File: src/fault_protect_pkg.sv
// constants, register map and state codes for the fault protection and interrupt logic
// Contract
// - output counts as shorted when detector reports below 55% input, if sensing enabled
// - short detector ignored during startup and restarts; re-enabled 4 ms after pump start
// - short fault enters low current state and sets the short flag
// - host restarts after short by writing active mode 1; full soft start reruns
// - output merely regulated at clamp level never sets any flag
// - above overvoltage threshold only the charge pump stops; sinks keep running; code ignores overvoltage in soft start, pump keeps running
// - pump resumes after output falls about 500 mV; cycle repeats on recurrence
// - overvoltage flag sets on every entry into overvoltage mode
// - over 150 C: shut down most functions, enter standby, set thermal flag; code sets no thermal flag when already in standby
// - after thermal shutdown host restarts via active mode, only once below 130 C
// - no interrupt when temperature falls back below recovery threshold
// - thermal flag cleared while still hot is set again
// - five flags at 0x02: main light, second light, overvoltage, thermal, short
// - main light flag sets on every office or dark comparator transition, either direction
// - second light flag works the same from the second sensor input
// - interrupt pin driven only by pending flags enabled in mask at 0x03
// - write 1 clears a flag; device reset clears it too
// - reading a flag or writing 0 leaves it unchanged
// - gain may stay high while external sinks are on, until off or standby
// - reset and undervoltage lockout return all registers to defaults
package fault_protect_pkg;

  localparam int CLK_PERIOD_NS = 10;
  localparam int SHORT_BLANK_TIME_US = 4000;
  localparam int SHORT_BLANK_CYCLES = (SHORT_BLANK_TIME_US * 1000) / CLK_PERIOD_NS;

  localparam logic [7:0] ADDR_FLAGS = 8'h02;
  localparam logic [7:0] ADDR_MASK = 8'h03;

  localparam int NUM_FLAGS = 5;
  localparam int BIT_MAIN_LIGHT = 0;
  localparam int BIT_SECOND_LIGHT = 1;
  localparam int BIT_OVERVOLTAGE = 2;
  localparam int BIT_THERMAL = 3;
  localparam int BIT_SHORT = 4;

  localparam logic [4:0] FLAGS_RESET = 5'h00;
  localparam logic [4:0] MASK_RESET = 5'h00;
  localparam logic [7:0] READ_ZERO = 8'h00;

  typedef enum logic [2:0] {
    ST_STANDBY = 3'b000,
    ST_SOFTSTART = 3'b001,
    ST_ACTIVE = 3'b010,
    ST_OVERVOLT = 3'b011,
    ST_SHORTED = 3'b100,
    ST_THERMAL = 3'b101
  } prot_state_t;

  function automatic logic [7:0] widen_flags(input logic [4:0] v);
    widen_flags = {3'b000, v};
  endfunction : widen_flags

endpackage : fault_protect_pkg

File: src/blank_timer.sv
// down counter that blanks the short detector after each pump start
`timescale 1ns/1ps
module blank_timer
  import fault_protect_pkg::*;
#(
  parameter int CYCLES = SHORT_BLANK_CYCLES
)
(
  // clock and reset
  input wire logic mclk,
  input wire logic nrst,
  // control
  input wire logic start,
  input wire logic abort,
  // status
  output logic done
);

  logic [31:0] count_r;
  logic [31:0] count_nxt;
  logic running_r;
  logic running_nxt;
  logic last;

  assign last = running_r && (count_r == 32'h0000_0001);
  assign running_nxt = start ? 1'b1 : ((abort || last) ? 1'b0 : running_r);
  assign count_nxt = start ? 32'(CYCLES) : (running_r ? count_r - 32'h0000_0001 : count_r);
  // done looks at registers only: the caller's next state feeds start and abort, so gating here would loop
  assign done = last;

  always_ff @(posedge mclk or negedge nrst) begin
    if (!nrst) begin
      count_r <= 32'h0000_0000;
      running_r <= 1'b0;
    end else begin
      count_r <= count_nxt;
      running_r <= running_nxt;
    end
  end

endmodule : blank_timer

File: src/fault_protect_interrupt_logic.sv
// fault supervision state machine, interrupt flags, enable mask and interrupt pin
`timescale 1ns/1ps
module fault_protect_interrupt_logic
  import fault_protect_pkg::*;
#(
  parameter int BLANK_CYCLES = SHORT_BLANK_CYCLES
)
(
  // clock and reset
  input wire logic mclk,
  input wire logic nrst,
  input wire logic uvlo,
  // register port behind the serial interface
  input wire logic [7:0] reg_addr,
  input wire logic reg_wr,
  input wire logic [7:0] reg_wdata,
  input wire logic reg_rd,
  output logic [7:0] reg_rdata,
  // active mode control, writes of the active mode bit
  input wire logic active_mode_set,
  input wire logic active_mode_clr,
  // analog detectors
  input wire logic short_det,
  input wire logic clamp_reg,
  input wire logic overvolt_hi,
  input wire logic overvolt_lo,
  input wire logic thermal_hot,
  input wire logic thermal_warm,
  // light comparator outputs
  input wire logic main_office_level,
  input wire logic main_dark_level,
  input wire logic second_office_level,
  input wire logic second_dark_level,
  // gain selection inputs
  input wire logic ext_sinks_on,
  input wire logic headroom_upshift,
  // power control
  output logic pump_enable,
  output logic sinks_enable,
  output logic low_power,
  output logic standby,
  output logic short_sense_en,
  output logic gain_hold,
  // interrupt pin, open drain
  output logic irq_pin_n_out,
  output logic irq_pin_n_oe
);

  prot_state_t state_r;
  prot_state_t state_nxt;

  logic [4:0] flags;
  logic [4:0] mask_r;
  logic [4:0] mask_nxt;
  logic [4:0] flag_set;
  logic [4:0] flag_clr;
  logic [7:0] rdata_r;
  logic [7:0] rdata_nxt;
  logic [3:0] light_prev_r;
  logic [3:0] light_now;
  logic light_valid_r;
  logic gain_hold_r;
  logic gain_hold_nxt;
  logic blank_start;
  logic blank_done;
  logic shorted;
  logic restart_ok;
  logic enter_ovp;
  logic enter_short;
  logic enter_thermal;
  logic in_run;
  logic wr_flags;
  logic wr_mask;
  logic rd_flags;
  logic rd_mask;

  // register decode
  assign wr_flags = reg_wr && (reg_addr == ADDR_FLAGS);
  assign wr_mask = reg_wr && (reg_addr == ADDR_MASK);
  assign rd_flags = reg_rd && (reg_addr == ADDR_FLAGS);
  assign rd_mask = reg_rd && (reg_addr == ADDR_MASK);

  // unmapped addresses read as zero; reads have no side effects
  assign rdata_nxt = rd_flags ? widen_flags(flags) : (rd_mask ? widen_flags(mask_r) : READ_ZERO);
  assign mask_nxt = uvlo ? MASK_RESET : (wr_mask ? reg_wdata[4:0] : mask_r);
  assign flag_clr = wr_flags ? reg_wdata[4:0] : 5'h00;

  // protection sequencing
  assign in_run = (state_r == ST_ACTIVE) || (state_r == ST_OVERVOLT);
  assign short_sense_en = in_run;
  assign shorted = short_sense_en && short_det;
  assign restart_ok = active_mode_set && !thermal_warm;
  assign enter_thermal = thermal_hot && (state_r != ST_THERMAL) && (state_r != ST_STANDBY);
  assign enter_short = shorted && !thermal_hot;
  assign enter_ovp = (state_r == ST_ACTIVE) && overvolt_hi && !shorted && !thermal_hot;
  assign blank_start = (state_nxt == ST_SOFTSTART) && (state_r != ST_SOFTSTART);

  always_comb begin
    state_nxt = state_r;
    case (state_r)
      ST_STANDBY: begin
        if (restart_ok) begin
          state_nxt = ST_SOFTSTART;
        end
      end
      ST_SOFTSTART: begin
        // short sensing is blind here, a slow output would trip it otherwise
        if (blank_done) begin
          state_nxt = ST_ACTIVE;
        end
      end
      ST_ACTIVE: begin
        if (enter_short) begin
          state_nxt = ST_SHORTED;
        end else if (enter_ovp) begin
          state_nxt = ST_OVERVOLT;
        end
      end
      ST_OVERVOLT: begin
        if (enter_short) begin
          state_nxt = ST_SHORTED;
        end else if (overvolt_lo) begin
          state_nxt = ST_ACTIVE;
        end
      end
      ST_SHORTED: begin
        if (active_mode_set) begin
          state_nxt = ST_SOFTSTART;
        end
      end
      ST_THERMAL: begin
        if (restart_ok) begin
          state_nxt = ST_SOFTSTART;
        end
      end
      default: begin
        state_nxt = ST_STANDBY;
      end
    endcase
    if (enter_thermal) begin
      state_nxt = ST_THERMAL;
    end else if (active_mode_clr) begin
      state_nxt = ST_STANDBY;
    end
    if (uvlo) begin
      state_nxt = ST_STANDBY;
    end
  end

  // power outputs follow state only
  assign pump_enable = (state_r == ST_SOFTSTART) || (state_r == ST_ACTIVE);
  assign sinks_enable = pump_enable || (state_r == ST_OVERVOLT);
  assign low_power = (state_r == ST_SHORTED) || (state_r == ST_THERMAL) || (state_r == ST_STANDBY);
  assign standby = (state_r == ST_STANDBY) || (state_r == ST_THERMAL);

  // light comparators: every change in either level of a sensor is an event
  assign light_now = {second_dark_level, second_office_level, main_dark_level, main_office_level};

  // clamp_reg is deliberately not a flag source
  always_comb begin
    flag_set = 5'h00;
    flag_set[BIT_MAIN_LIGHT] = light_valid_r && (light_now[1:0] != light_prev_r[1:0]);
    flag_set[BIT_SECOND_LIGHT] = light_valid_r && (light_now[3:2] != light_prev_r[3:2]);
    flag_set[BIT_OVERVOLTAGE] = (state_nxt == ST_OVERVOLT) && (state_r != ST_OVERVOLT);
    // still hot while in shutdown re-sets a cleared flag; cooling raises nothing
    flag_set[BIT_THERMAL] = enter_thermal || ((state_r == ST_THERMAL) && thermal_warm);
    flag_set[BIT_SHORT] = (state_nxt == ST_SHORTED) && (state_r != ST_SHORTED);
    if (uvlo) begin
      flag_set = 5'h00;
    end
  end

  // gain stays high while outside supplies feed sinks, dropped on disable or standby
  assign gain_hold_nxt = (!ext_sinks_on || standby || uvlo) ? 1'b0 : (gain_hold_r || headroom_upshift);
  assign gain_hold = gain_hold_r;

  // open drain pin pulled low while any enabled flag pends
  assign irq_pin_n_out = 1'b0;
  assign irq_pin_n_oe = |(flags & mask_r);
  assign reg_rdata = rdata_r;

  sticky_flags u_flags (
    .mclk(mclk),
    .nrst(nrst),
    .sync_clear(uvlo),
    .set_pulse(flag_set),
    .clear_mask(flag_clr),
    .flags(flags)
  );

  blank_timer #(
    .CYCLES(BLANK_CYCLES)
  ) u_blank (
    .mclk(mclk),
    .nrst(nrst),
    .start(blank_start),
    .abort(state_nxt != ST_SOFTSTART),
    .done(blank_done)
  );

  always_ff @(posedge mclk or negedge nrst) begin
    if (!nrst) begin
      state_r <= ST_STANDBY;
      mask_r <= MASK_RESET;
      rdata_r <= READ_ZERO;
      light_prev_r <= 4'h0;
      light_valid_r <= 1'b0;
      gain_hold_r <= 1'b0;
    end else begin
      state_r <= state_nxt;
      mask_r <= mask_nxt;
      rdata_r <= rdata_nxt;
      light_prev_r <= light_now;
      light_valid_r <= !uvlo;
      gain_hold_r <= gain_hold_nxt;
    end
  end

endmodule : fault_protect_interrupt_logic

File: src/sticky_flags.sv
// write-one-to-clear sticky flag bank, set wins over clear
`timescale 1ns/1ps
module sticky_flags
  import fault_protect_pkg::*;
(
  // clock and reset
  input wire logic mclk,
  input wire logic nrst,
  input wire logic sync_clear,
  // flag events and clears
  input wire logic [4:0] set_pulse,
  input wire logic [4:0] clear_mask,
  // state
  output logic [4:0] flags
);

  logic [4:0] flags_r;
  logic [4:0] flags_nxt;

  // a set in the clear cycle survives
  assign flags_nxt = sync_clear ? FLAGS_RESET : ((flags_r & ~clear_mask) | set_pulse);
  assign flags = flags_r;

  always_ff @(posedge mclk or negedge nrst) begin
    if (!nrst) begin
      flags_r <= FLAGS_RESET;
    end else begin
      flags_r <= flags_nxt;
    end
  end

endmodule : sticky_flags
File: config.mk
export PLATFORM = sky130hd
export DESIGN_NAME = fault_protect_interrupt_logic
export DESIGN_NICKNAME = d
export VERILOG_FILES = /design/src/fault_protect_pkg.sv /design/src/blank_timer.sv /design/src/fault_protect_interrupt_logic.sv /design/src/sticky_flags.sv
export SDC_FILE = /design/constraint.sdc
export NUM_CORES = 1
export LEC_CHECK = 0
export BUFFER_PORTS_ARGS = -buffer_cell sky130_fd_sc_hd__buf_2
export CAP_MARGIN = 10
export CELL_PAD_IN_SITES_DETAIL_PLACEMENT = 1
export CELL_PAD_IN_SITES_GLOBAL_PLACEMENT = 1
export CORE_ASPECT_RATIO = 0.9
export CORE_MARGIN = 2
export CORE_UTILIZATION = 39
export DETAILED_ROUTE_END_ITERATION = 8
export PLACE_DENSITY = 0.81
export SETUP_SLACK_MARGIN = 0.05
export SLEW_MARGIN = 20
export SYNTH_ARGS = -nofsm -noshare
export SYNTH_HDL_FRONTEND = slang
export SYNTH_SLANG_ARGS = --single-unit
File: constraint.sdc
create_clock -name mclk -period 2.6 [get_ports mclk]
set_input_delay 0.39 -clock mclk [delete_from_list [all_inputs] [get_ports mclk]]
set_output_delay 0.39 -clock mclk [all_outputs]
set_load 0.01 [all_outputs]
==> results.yml, run 1 <==
synth:
  synth_fa_ha_area_share_pct: 0.848
  synth-xor-area-share_pct: 10.1
  synth-seq-cells: 57
  synth.area.top_cells: "dfrtp_1 48%, xnor2_1 7.7%, nor2_1 6.1%"
  synth-compound-area-share_pct: 7.80
  netlist_area_mm2: 0.00295
  synth_ff_type: "dfrtp_1"
  synth_most_common_cell: "dfrtp_1"
  synth_cells: 303
  synthArstFlopShare_pct: 100
  synth_cell_types: 51
  synth_mux_area_share_pct: 3.77
  yosysTopAreaCell: "dfrtp_1"
  ys_seq_area_share_pct: 48.3
  avgSynthCellArea_um2: 9.74
  synthTopCellsByCount: "57 x dfrtp_1, 48 x nor2_1, 26 x xnor2_1"
  yosys.area.top_type_share_pct: 48.3
  synth_edf_count: 0
  synth_top_family_by_area: "simple AND/OR/NAND/NOR gates"
  yosys_warnings: 0
  synthSimpleGateAreaFrac_pct: 24.9
critical_path:
  path_depth: 6
  crit_arrival_ns: 2.61
  start_kind: "flop"
  crit_slowest_cell: "or4b_2"
  worstPathCellList: "or4b_2 > o31a_1 > o22ai_1 > o211ai_1 > buf_4 > o41ai_2"
  critPathKind: "reg -> reg"
  required_ns: 2.83
  crit_path_max_incr_delay_ns: 0.71
  worst-path-max-fanout: 12
  worstSetupEndpointType: "flop"
  r2r_cells: 6
  cp_num_buf_inv: 1
  path_delay_family: "compound AO/OA/AOI/OAI gates"
sta:
  worst_pin_slew_ns: 0.527
  tns_ns: 0
  grt_setup_unrepaired: "false"
  setup_violations: 0
  min_period_ns: 2.38
  finalCritPeriodShare_pct: 91.4
  fmax_ghz: 0.421
  slew_violations: 0
  hold_violations: 0
  maxSlewHeadroom_pct: 64.8
  fin_skew_ns: 0.00685
  final.setup.worst_slack_ns: 0.223
cts:
  cts_buffers: 9
  clock-sinks: 57
  cts_htree_levels: 3
  cts_tree: "yes"
  cts_buffer_depth: 2
  cts-root-buf: "clkbuf_8"
  cts.clk_slew.worst_paths_ns: 0.06
  clkLatencyLatePin_ns: 0.34
routing:
  postRouteWirelength_um: 7250
  drtIter0Drc: 51
  via_per_inst: 5.19
  wl_per_cell_um: 15.8
  vias: 2384
  firstDrtPassIters: 4
  ant_nets: 0
  remaining_drc_errors: 0
floorplan:
  fp.coreArea_mm2: 0.00743
  num_rows: 30
  fp.dieH_um: 86.5
  ioPinCount: 51
  dieArea_mm2: 0.00828
  initial_core_util_pct: 39.7
  die_w_um: 95.7
cells_and_area:
  layout.nets: 396
  fillers: 890
  antennaDiodeCount: 0
  layout-drive-gt1-share_pct: 23.1
  post-route-util_pct: 47.5
  areaGrowthSynthToFinish_pct: 19.5
  final_cell_count_no_fill: 459
global_route:
  grt_overflow: 0
  grt_start_max_net_pins: 24
  grt_pass1_vias: 2449
  antenna_found_initial: 0
  grt_pass1_wl_um: 12100
  grt_util_all_layers_pct: 19.3
placement:
  dp.final_hpwl_um: 5150
  placedCellCount: 442
  port_buffers: 42
  gp_congestion: 0.778
  dpl_worst_slack_ns: 0.0933
power:
  vdd_drop_max_v: 0.000239
  p_leak_nw: 1.62
  p_total_mw: 2.26
  power.density_mw_per_mm2: 640
status:
  status: "finished, final reports clean"
flow_run:
  maxCapViolCount: 0
worst_hold_path:
  worstHoldPathType: "in -> reg"
  hold_path_depth: 1
[power by group]
part           leakage, nW  internal [mW]  switching, mW
clock               0.0980          0.413          0.346
combinational        0.787          0.199          0.215
sequential           0.740          0.977          0.107
[metal layers]
| layer | routed length, um | track usage, % | up-vias |
|---|---|---|---|
| met5 | 0 | 0 | - |
| met4 | 79 | 5.06 | 0 |
| met3 | 237 | 5.30 | 7 |
| met2 | 3560 | 31.0 | 38 |
| met1 | 3370 | 25.8 | 1179 |
| li1 | - | - | 1160 |
[worst paths after layout]
path	slack, ns	end	start
max in group asynchronous	1.43	light_prev_r[1]$_DFF_PN0_	nrst
worst min-delay path	0.18	light_prev_r[3]$_DFF_PN0_	second_dark_level
worst max register to register	0.22	u_flags.flags[2]$_DFF_PN0_	state_r[0]$_DFF_PN0_
min in group asynchronous	0.51	u_blank.count_r[30]$_DFFE_PN0P_	nrst
worst max-delay path	0.22	u_flags.flags[2]$_DFF_PN0_	state_r[0]$_DFF_PN0_
worst min register to register	0.55	u_flags.flags[0]$_DFF_PN0_	light_valid_r$_DFF_PN0_
[logic make-up after synthesis]
family,Yosys count
flip-flops,57
other,1
multiplexers,11
AND/OR/NAND/NOR,141
buffers and inverters,26
AO/OA/AOI/OAI,31
adder cells (fa/ha/maj),2
XOR/XNOR,34
[sequential cells by signal, summed over array words and instances, names as in the netlist]
name	flops
light_prev_r	4
u_blank.running_r	1
u_flags.flags	5
light_valid_r	1
u_blank.count_r	32
mask_r	5
gain_hold	1
reg_rdata	5
state_r	3
[placed cells by master (no fill, tap or decap), drive strengths merged, types with 2 or more instances in the layout]
cell type	netlist	layout
a21oi	5	5
buf	6	57
clkbuf	10	12
clkinv	0	3
conb	1	4
dfrtp	57	57
ha	2	2
inv	10	10
mux2i	10	10
nand2	20	20
nand2b	12	12
nand3	2	2
nand3b	2	2
nand4	4	4
nor2	48	48
nor2b	3	3
nor3	12	12
nor3b	2	2
nor4	16	16
nor4b	2	2
o21ai	7	7
o21ba	2	2
o22ai	2	2
or2	2	2
or3	6	6
or4	6	6
xnor2	26	26
xor2	8	8
[through the flow]
step / area, um^2 / hold WS (ns)
after floorplan: 2960 / 0.0944
after global placement: 3320 / 0.342
after detailed placement: 3320 / 0.349
after CTS: 3510 / 0.168
after global routing: 3530 / 0.168
final: 3530 / 0.179
[final cells by class]
cell class / instances / area (um^2) / share of cell area [%]
Tap cell: 96 / 120 / 3.41
Clock inverter: 3 / 15.0 / 0.426
Clock buffer: 12 / 165 / 4.68
Inverter: 10 / 37.5 / 1.06
Sequential cell: 57 / 1430 / 40.4
Multi-Input combinational cell: 223 / 1430 / 40.5
Timing Repair Buffer: 58 / 333 / 9.44
[timing repair]
item,CTS,global route
endpoints found under the setup margin,0,3
resized for setup,0,2
hold buffers,1,0
setup buffers,0,1
endpoints found under the hold margin,16,0
(Power assumes the default switching activity.)
==> inputs of run 2 (changes only) <==
PLACE_DENSITY = not set   (was 0.81)
PLACE_DENSITY_LB_ADDON = 0.1   (was not set)
SYNTH_HIERARCHICAL = 1   (was not set)
==> run 2 against run 1 <==
  * The run now ends with setup timing left
  * Sequential cell count did not move
  * Count of clock-buffer cells in the layout decreased by 2
  * Global-route usage up 0.97 points
  * Cell count grew 14%
  * Sequential power decreased by 5%
  * Critical path depth up 6
  * Sequential share of layout area is 6.7 points lower
  * Register-to-register slack got worse by 0.73 ns
  * Setup slack lost 0.73 ns
  * First-iteration DRC count is 35% higher
  * Clock skew increased by 0.0015 ns
  * Non-clock buffer count rose by 51
  * Critical endpoint is now u_blank/count_r[29]$_DFFE_PN0P_
  * Largest power group unchanged
==> results.yml, run 2 <==
routing:
  remaining_drc_errors: 0
  ant_nets: 0
  drtIter0Drc: 69
  via_per_inst: 5.23
  postRouteWirelength_um: 8230
  vias: 2745
  wl_per_cell_um: 15.7
  firstDrtPassIters: 4
cts:
  clock-sinks: 57
  cts-root-buf: "clkbuf_8"
  cts_tree: "yes"
  cts_buffers: 9
  cts_htree_levels: 3
  cts.clk_slew.worst_paths_ns: 0.07
  cts_buffer_depth: 2
  hold_buffers: 0
  clkLatencyLatePin_ns: 0.34
cells_and_area:
  final_common_cell: "buf_4"
  layout-drive-gt1-share_pct: 38.7
  fillers: 884
  final_cell_count_no_fill: 525
  areaGrowthSynthToFinish_pct: 35.7
  regArea_mm2: 0.00143
  post-route-util_pct: 55.2
  multi_input_area_mm2: 0.00168
  antennaDiodeCount: 0
  largest_reg_flops: 32
  top_register: "u_blank/count_r"
  layout.nets: 461
  final_cell_mix: "63 x buf_4, 57 x dfrtp_1, 42 x buf_2, 34 x nor2_1, 15 x a21oi_1"
synth:
  ys_seq_area_share_pct: 45.8
  netlist_area_mm2: 0.00312
  avgSynthCellArea_um2: 9.80
  yosys.area.top_type_share_pct: 45.8
  synth_edf_count: 0
  synth_cells: 318
  synth_ff_type: "dfrtp_1"
  synthTopCellsByCount: "57 x dfrtp_1, 34 x nor2_1, 20 x a21oi_1"
  yosys_warnings: 6
  synth_most_common_cell: "dfrtp_1"
  synthArstFlopShare_pct: 100
  synth_cell_types: 50
  synth.area.top_cells: "dfrtp_1 46%, nor2_1 4.1%, or4_1 3.4%"
  yosysTopAreaCell: "dfrtp_1"
  synth-seq-cells: 57
critical_path:
  r2r_cells: 12
  required_ns: 2.82
  critPathKind: "reg -> reg"
  crit_arrival_ns: 3.33
  r2r-end: "u_blank/count_r[29]$_DFFE_PN0P_"
  r2r_slack_ns: -0.51
  worst-path-max-fanout: 7
  start_kind: "flop"
  worstSetupEndpointType: "flop"
  r2r_start: "u_blank/count_r[26]$_DFFE_PN0P_"
global_route:
  grt_util_all_layers_pct: 20.2
  grt_overflow: 0
  grt_start_max_net_pins: 58
  antenna_found_initial: 0
  grt_pass1_vias: 2912
  grt_pass1_wl_um: 14000
floorplan:
  dieArea_mm2: 0.00872
  num_rows: 30
  die_w_um: 98.2
  ioPinCount: 51
  initial_core_util_pct: 40.7
  fp.coreArea_mm2: 0.00766
  fp.dieH_um: 88.8
sta:
  setup_violations: 28
  worst_pin_slew_ns: 0.744
  fin_skew_ns: 0.00832
  fmax_ghz: 0.322
  hold_slack_ns: 0.178
  finalCritPeriodShare_pct: 120
  grt_setup_unrepaired: "true"
  min_period_ns: 3.11
  final.setup.worst_slack_ns: -0.508
  slew_violations: 0
  hold_violations: 0
  maxSlewHeadroom_pct: 50.4
power:
  seqPwrFrac_pct: 39.8
  p_sw_share_pct: 32.1
  vdd_drop_max_v: 0.000484
  p_switching_uw: 834
  p_clk_share_pct: 32.6
  combPwrFrac_pct: 27.6
  p_int_mw: 1.76
  power.density_mw_per_mm2: 614
  p_leak_nw: 1.92
status:
  status: "finished, violations left"
  violations: "setup timing"
worst_hold_path:
  worstHoldPathType: "in -> reg"
  min_to: "light_prev_r[3]$_DFF_PN0_"
  hold_path_depth: 1
  hp-start: "second_dark_level"
placement:
  placedCellCount: 506
  dp.final_hpwl_um: 5970
  gp_congestion: 0.793
  port_buffers: 42
flow_run:
  maxCapViolCount: 0
[run 2: cell count changes after synthesis, moves of 8 or more]
| cell | change |
|---|---|
| or4_1 | +9 |
| xnor2_1 | -14 |
| a21oi_1 | +15 |
| nor2_1 | -14 |
| o31ai_1 | +8 |
[run 2: worst max path at each step]
stage / end / depth (start not counted) / slack (ns) / from
final: u_blank/count_r[29]$_DFFE_PN0P_ / 12 / -0.51 / u_blank/count_r[26]$_DFFE_PN0P_
after global routing: u_blank/count_r[26]$_DFFE_PN0P_ / 14 / -0.64 / u_blank/count_r[8]$_DFFE_PN0P_
after CTS: u_blank/count_r[29]$_DFFE_PN0P_ / 12 / -0.47 / u_blank/count_r[26]$_DFFE_PN0P_
after detailed placement: u_blank/count_r[31]$_DFFE_PN0P_ / 12 / -0.63 / u_blank/count_r[26]$_DFFE_PN0P_
after global placement: u_blank/count_r[31]$_DFFE_PN0P_ / 12 / -0.59 / u_blank/count_r[26]$_DFFE_PN0P_
after floorplan: u_blank/count_r[25]$_DFFE_PN0P_ / 13 / -0.53 / u_blank/count_r[24]$_DFFE_PN0P_
[run 2: critical path, stage by stage, from the launching register on]
cell       delay (ns)
dfrtp_1          0.38
or4_4            0.55
or4_4            0.46
nor4_4           0.17
and2_4           0.19
mux2i_1          0.06
nor2_1           0.12
o32a_4           0.18
a2111oi_4        0.04
or2_4            0.30
nand3_4          0.14
nor4b_2          0.07
mux2_1           0.32
[run 2: metrics by stage]
step | setup WS (ns) | setup TNS (ns) | total power, mW | area, um^2
floorplan | -0.525 | -10.14 | 1.38 | 3210
global placement | -0.588 | -13.60 | 1.67 | 3880
detailed placement | -0.629 | -14.51 | 1.71 | 3880
CTS | -0.475 | -11.01 | 2.60 | 4170
global route | -0.645 | -15.30 | 2.74 | 4230
finish | -0.508 | -11.33 | 2.60 | 4230
[run 2: final cells by class]
type | instances | share of cell area (%)
clock buffer | 10 | 3.26
clock inverter | 6 | 1.60
inverter | 13 | 1.45
multi-input combinational | 234 | 39.8
sequential | 57 | 33.7
tap | 96 | 2.84
timing repair buffer | 109 | 17.3
[run 2: routing by layer]
| metal | GRT usage, % | wire length [um] | up-vias | part of all wire (%) |
|---|---|---|---|---|
| met1 | 25.5 | 3860 | 1363 | 47 |
| li1 | - | - | 1344 | - |
| met2 | 35.2 | 4070 | 27 | 49 |
| met4 | 5.98 | 88 | 0 | 1.1 |
| met3 | 4.74 | 208 | 11 | 2.5 |
| met5 | 0 | 0 | - | 0 |
[run 2: cell families (layout without fill, tap and decap cells)]
| group | count (synthesis) | in the layout | synth area share (%) |
|---|---|---|---|
| adders and majority gates | 2 | 2 | 0.803 |
| other | 1 | 4 | 0.120 |
| DFF | 57 | 57 | 45.8 |
| muxes | 12 | 12 | 4.10 |
| and+or+nand+nor | 145 | 145 | 27.6 |
| AOI/OAI and AO/OA | 54 | 54 | 11.8 |
| xor gates and xnor gates | 17 | 17 | 4.78 |
| buffers and inverters | 30 | 138 | 5.10 |
[run 2: power groups by stage]
stage          combinational [mW]  clock (mW)  sequential, mW
3_3_place_gp                0.633           0            1.04
6_report                    0.716       0.847            1.03
3_5_place_dp                0.660           0            1.05
2_1_floorplan               0.307           0            1.07
5_1_grt                     0.787       0.911            1.04
4_1_cts                     0.691       0.880            1.03
[run 2: timing repair]
| item | in CTS | in global routing |
|---|---|---|
| setup buffers | 3 | 3 |
| gates resized for setup | 16 | 16 |
| setup endpoints to repair | 34 | 34 |
| pin swaps | 13 | 3 |
==> inputs of run 3 (changes only) <==
SYNTH_HIERARCHICAL = not set   (was 1)
==> run 3 against run 2 <==
  * The flow now finishes without violations
  * Die area is 5.0% lower
  * Non-clock buffer count is 52 lower
  * Register-to-register slack better by 0.64 ns
  * Design area is 17% lower
  * Power is 13% lower
  * Largest cell class is now sequential cells
  * Highest routed layer unchanged
==> results.yml, run 3 (synthesis gave the netlist of run 1 again) <==
status:
  status: "finished, final reports clean"
cells_and_area:
  areaGrowthSynthToFinish_pct: 18.8
  final_common_cell: "dfrtp_1"
  layout-drive-gt1-share_pct: 22.6
  largest_reg_flops: 32
  top_register: "u_blank.count_r"
  antennaDiodeCount: 0
  layout.nets: 395
  final_cell_mix: "57 x dfrtp_1, 48 x nor2_1, 42 x buf_2, 26 x xnor2_1, 20 x nand2_1"
flow_run:
  maxCapViolCount: 0
placement:
  gp_congestion: 0.705
  dp.final_hpwl_um: 4970
  port_buffers: 42
cts:
  cts-root-buf: "clkbuf_8"
  cts.clk_slew.worst_paths_ns: 0.07
  cts_buffer_depth: 2
  cts_resized: 0
  cts_tree: "yes"
  cts_buffers: 9
  cts_htree_levels: 3
  hold_buffers: 0
  clock-sinks: 57
  postCtsSetupBuffers: 0
  clkLatencyLatePin_ns: 0.34
sta:
  fin_skew_ns: 0.00852
  grt_setup_unrepaired: "true"
  min_period_ns: 2.47
  hold_violations: 0
  setup_violations: 0
  tns_ns: 0
  finalCritPeriodShare_pct: 94.8
  slew_violations: 0
  fmax_ghz: 0.406
critical_path:
  crit_arrival_ns: 2.70
  critPathKind: "reg -> reg"
  worst-path-max-fanout: 3
  start_kind: "flop"
  required_ns: 2.83
  r2r_slack_ns: 0.13
  r2r_start: "u_blank.count_r[12]$_DFFE_PN0P_"
  r2r_cells: 5
  worstSetupEndpointType: "flop"
  r2r-end: "u_flags.flags[2]$_DFF_PN0_"
power:
  power.density_mw_per_mm2: 641
  p_sw_share_pct: 30.0
  p_switching_uw: 675
  p_total_mw: 2.25
  seqPwrFrac_pct: 48.1
  p_leak_nw: 1.62
  p_clk_share_pct: 33.3
  combPwrFrac_pct: 18.5
  vdd_drop_max_v: 0.000411
  p_int_mw: 1.57
global_route:
  grt_start_max_net_pins: 21
  grt_pass1_wl_um: 11900
  grt_pass1_vias: 2390
  grt_util_all_layers_pct: 18.9
  grt_overflow: 0
  antenna_found_initial: 0
floorplan:
  fp.dieH_um: 86.5
  initial_core_util_pct: 39.7
  dieArea_mm2: 0.00828
  fp.coreArea_mm2: 0.00743
  ioPinCount: 51
  die_w_um: 95.7
  num_rows: 30
routing:
  via_per_inst: 5.14
  drtIter0Drc: 62
  vias: 2361
  ant_nets: 0
  postRouteWirelength_um: 6890
  remaining_drc_errors: 0
  wl_per_cell_um: 15.0
  firstDrtPassIters: 4
worst_hold_path:
  worstHoldPathType: "in -> async"
-- run 3: changes by cell type in the layout (fill, tap and decap cells not counted), sizes merged, moves of 7 or more --
cell   before  now
a21oi      20    5
buf       109   57
nor4        9   16
or4        17    6
o31ai       9    1
nand2      13   20
nor2       35   48
xnor2      12   26
-- run 3: layer usage --
layer	part of all wire (%)	up-vias	GRT usage, %
met3	3.4	8	5.22
met1	50	1168	26.6
met4	1.3	0	6.23
met2	45	31	28.4
li1	-	1154	-
met5	0	-	0
-- run 3: worst max path at each step --
stage,startpoint,to,slack [ns]
global route,u_blank.count_r[15]$_DFFE_PN0P_,u_flags.flags[2]$_DFF_PN0_,0.05
floorplan,u_blank.count_r[12]$_DFFE_PN0P_,u_flags.flags[2]$_DFF_PN0_,0.14
finish,u_blank.count_r[12]$_DFFE_PN0P_,u_flags.flags[2]$_DFF_PN0_,0.13
CTS,u_blank.count_r[12]$_DFFE_PN0P_,u_flags.flags[2]$_DFF_PN0_,0.09
detailed placement,u_blank.count_r[12]$_DFFE_PN0P_,u_flags.flags[2]$_DFF_PN0_,0.11
global placement,u_blank.count_r[12]$_DFFE_PN0P_,u_flags.flags[2]$_DFF_PN0_,0.15
-- run 3: power groups by stage --
stage | logic, mW | clock network (mW) | registers (mW)
after floorplan | 0.276 | 0 | 1.07
after global placement | 0.412 | 0 | 1.09
after detailed placement | 0.419 | 0 | 1.10
after CTS | 0.423 | 0.775 | 1.08
after global routing | 0.483 | 0.819 | 1.10
final | 0.417 | 0.749 | 1.08
-- run 3: critical path, cell delays in order, from the launching register on --
cell and delay [ns]:
dfrtp_1 0.39, or4_4 0.55, or3_4 0.35, or3_4 0.40, o41a_1 0.34, o41ai_2 0.33
-- run 3: area by class of cell --
cell class | count | area [um^2]
Clock buffer | 13 | 159
Clock inverter | 3 | 15.0
Fill cell | 853 | 3930
Inverter | 10 | 37.5
Multi-Input combinational cell | 223 | 1430
Sequential cell | 57 | 1430
Tap cell | 96 | 120
Timing Repair Buffer | 57 | 323
-- run 3: stage by stage --
stage	cells	setup slack, ns	instance area, um^2	util (%)	hold slack (ns)
after global placement	443	0.155	3330	44.8	0.387
after detailed placement	443	0.108	3330	44.8	0.387
final	459	0.135	3510	47.2	0.0141
after global routing	459	0.0498	3510	47.2	0.0264
after floorplan	306	0.136	2960	-	0.0944
after CTS	459	0.0947	3500	47.1	0.0160
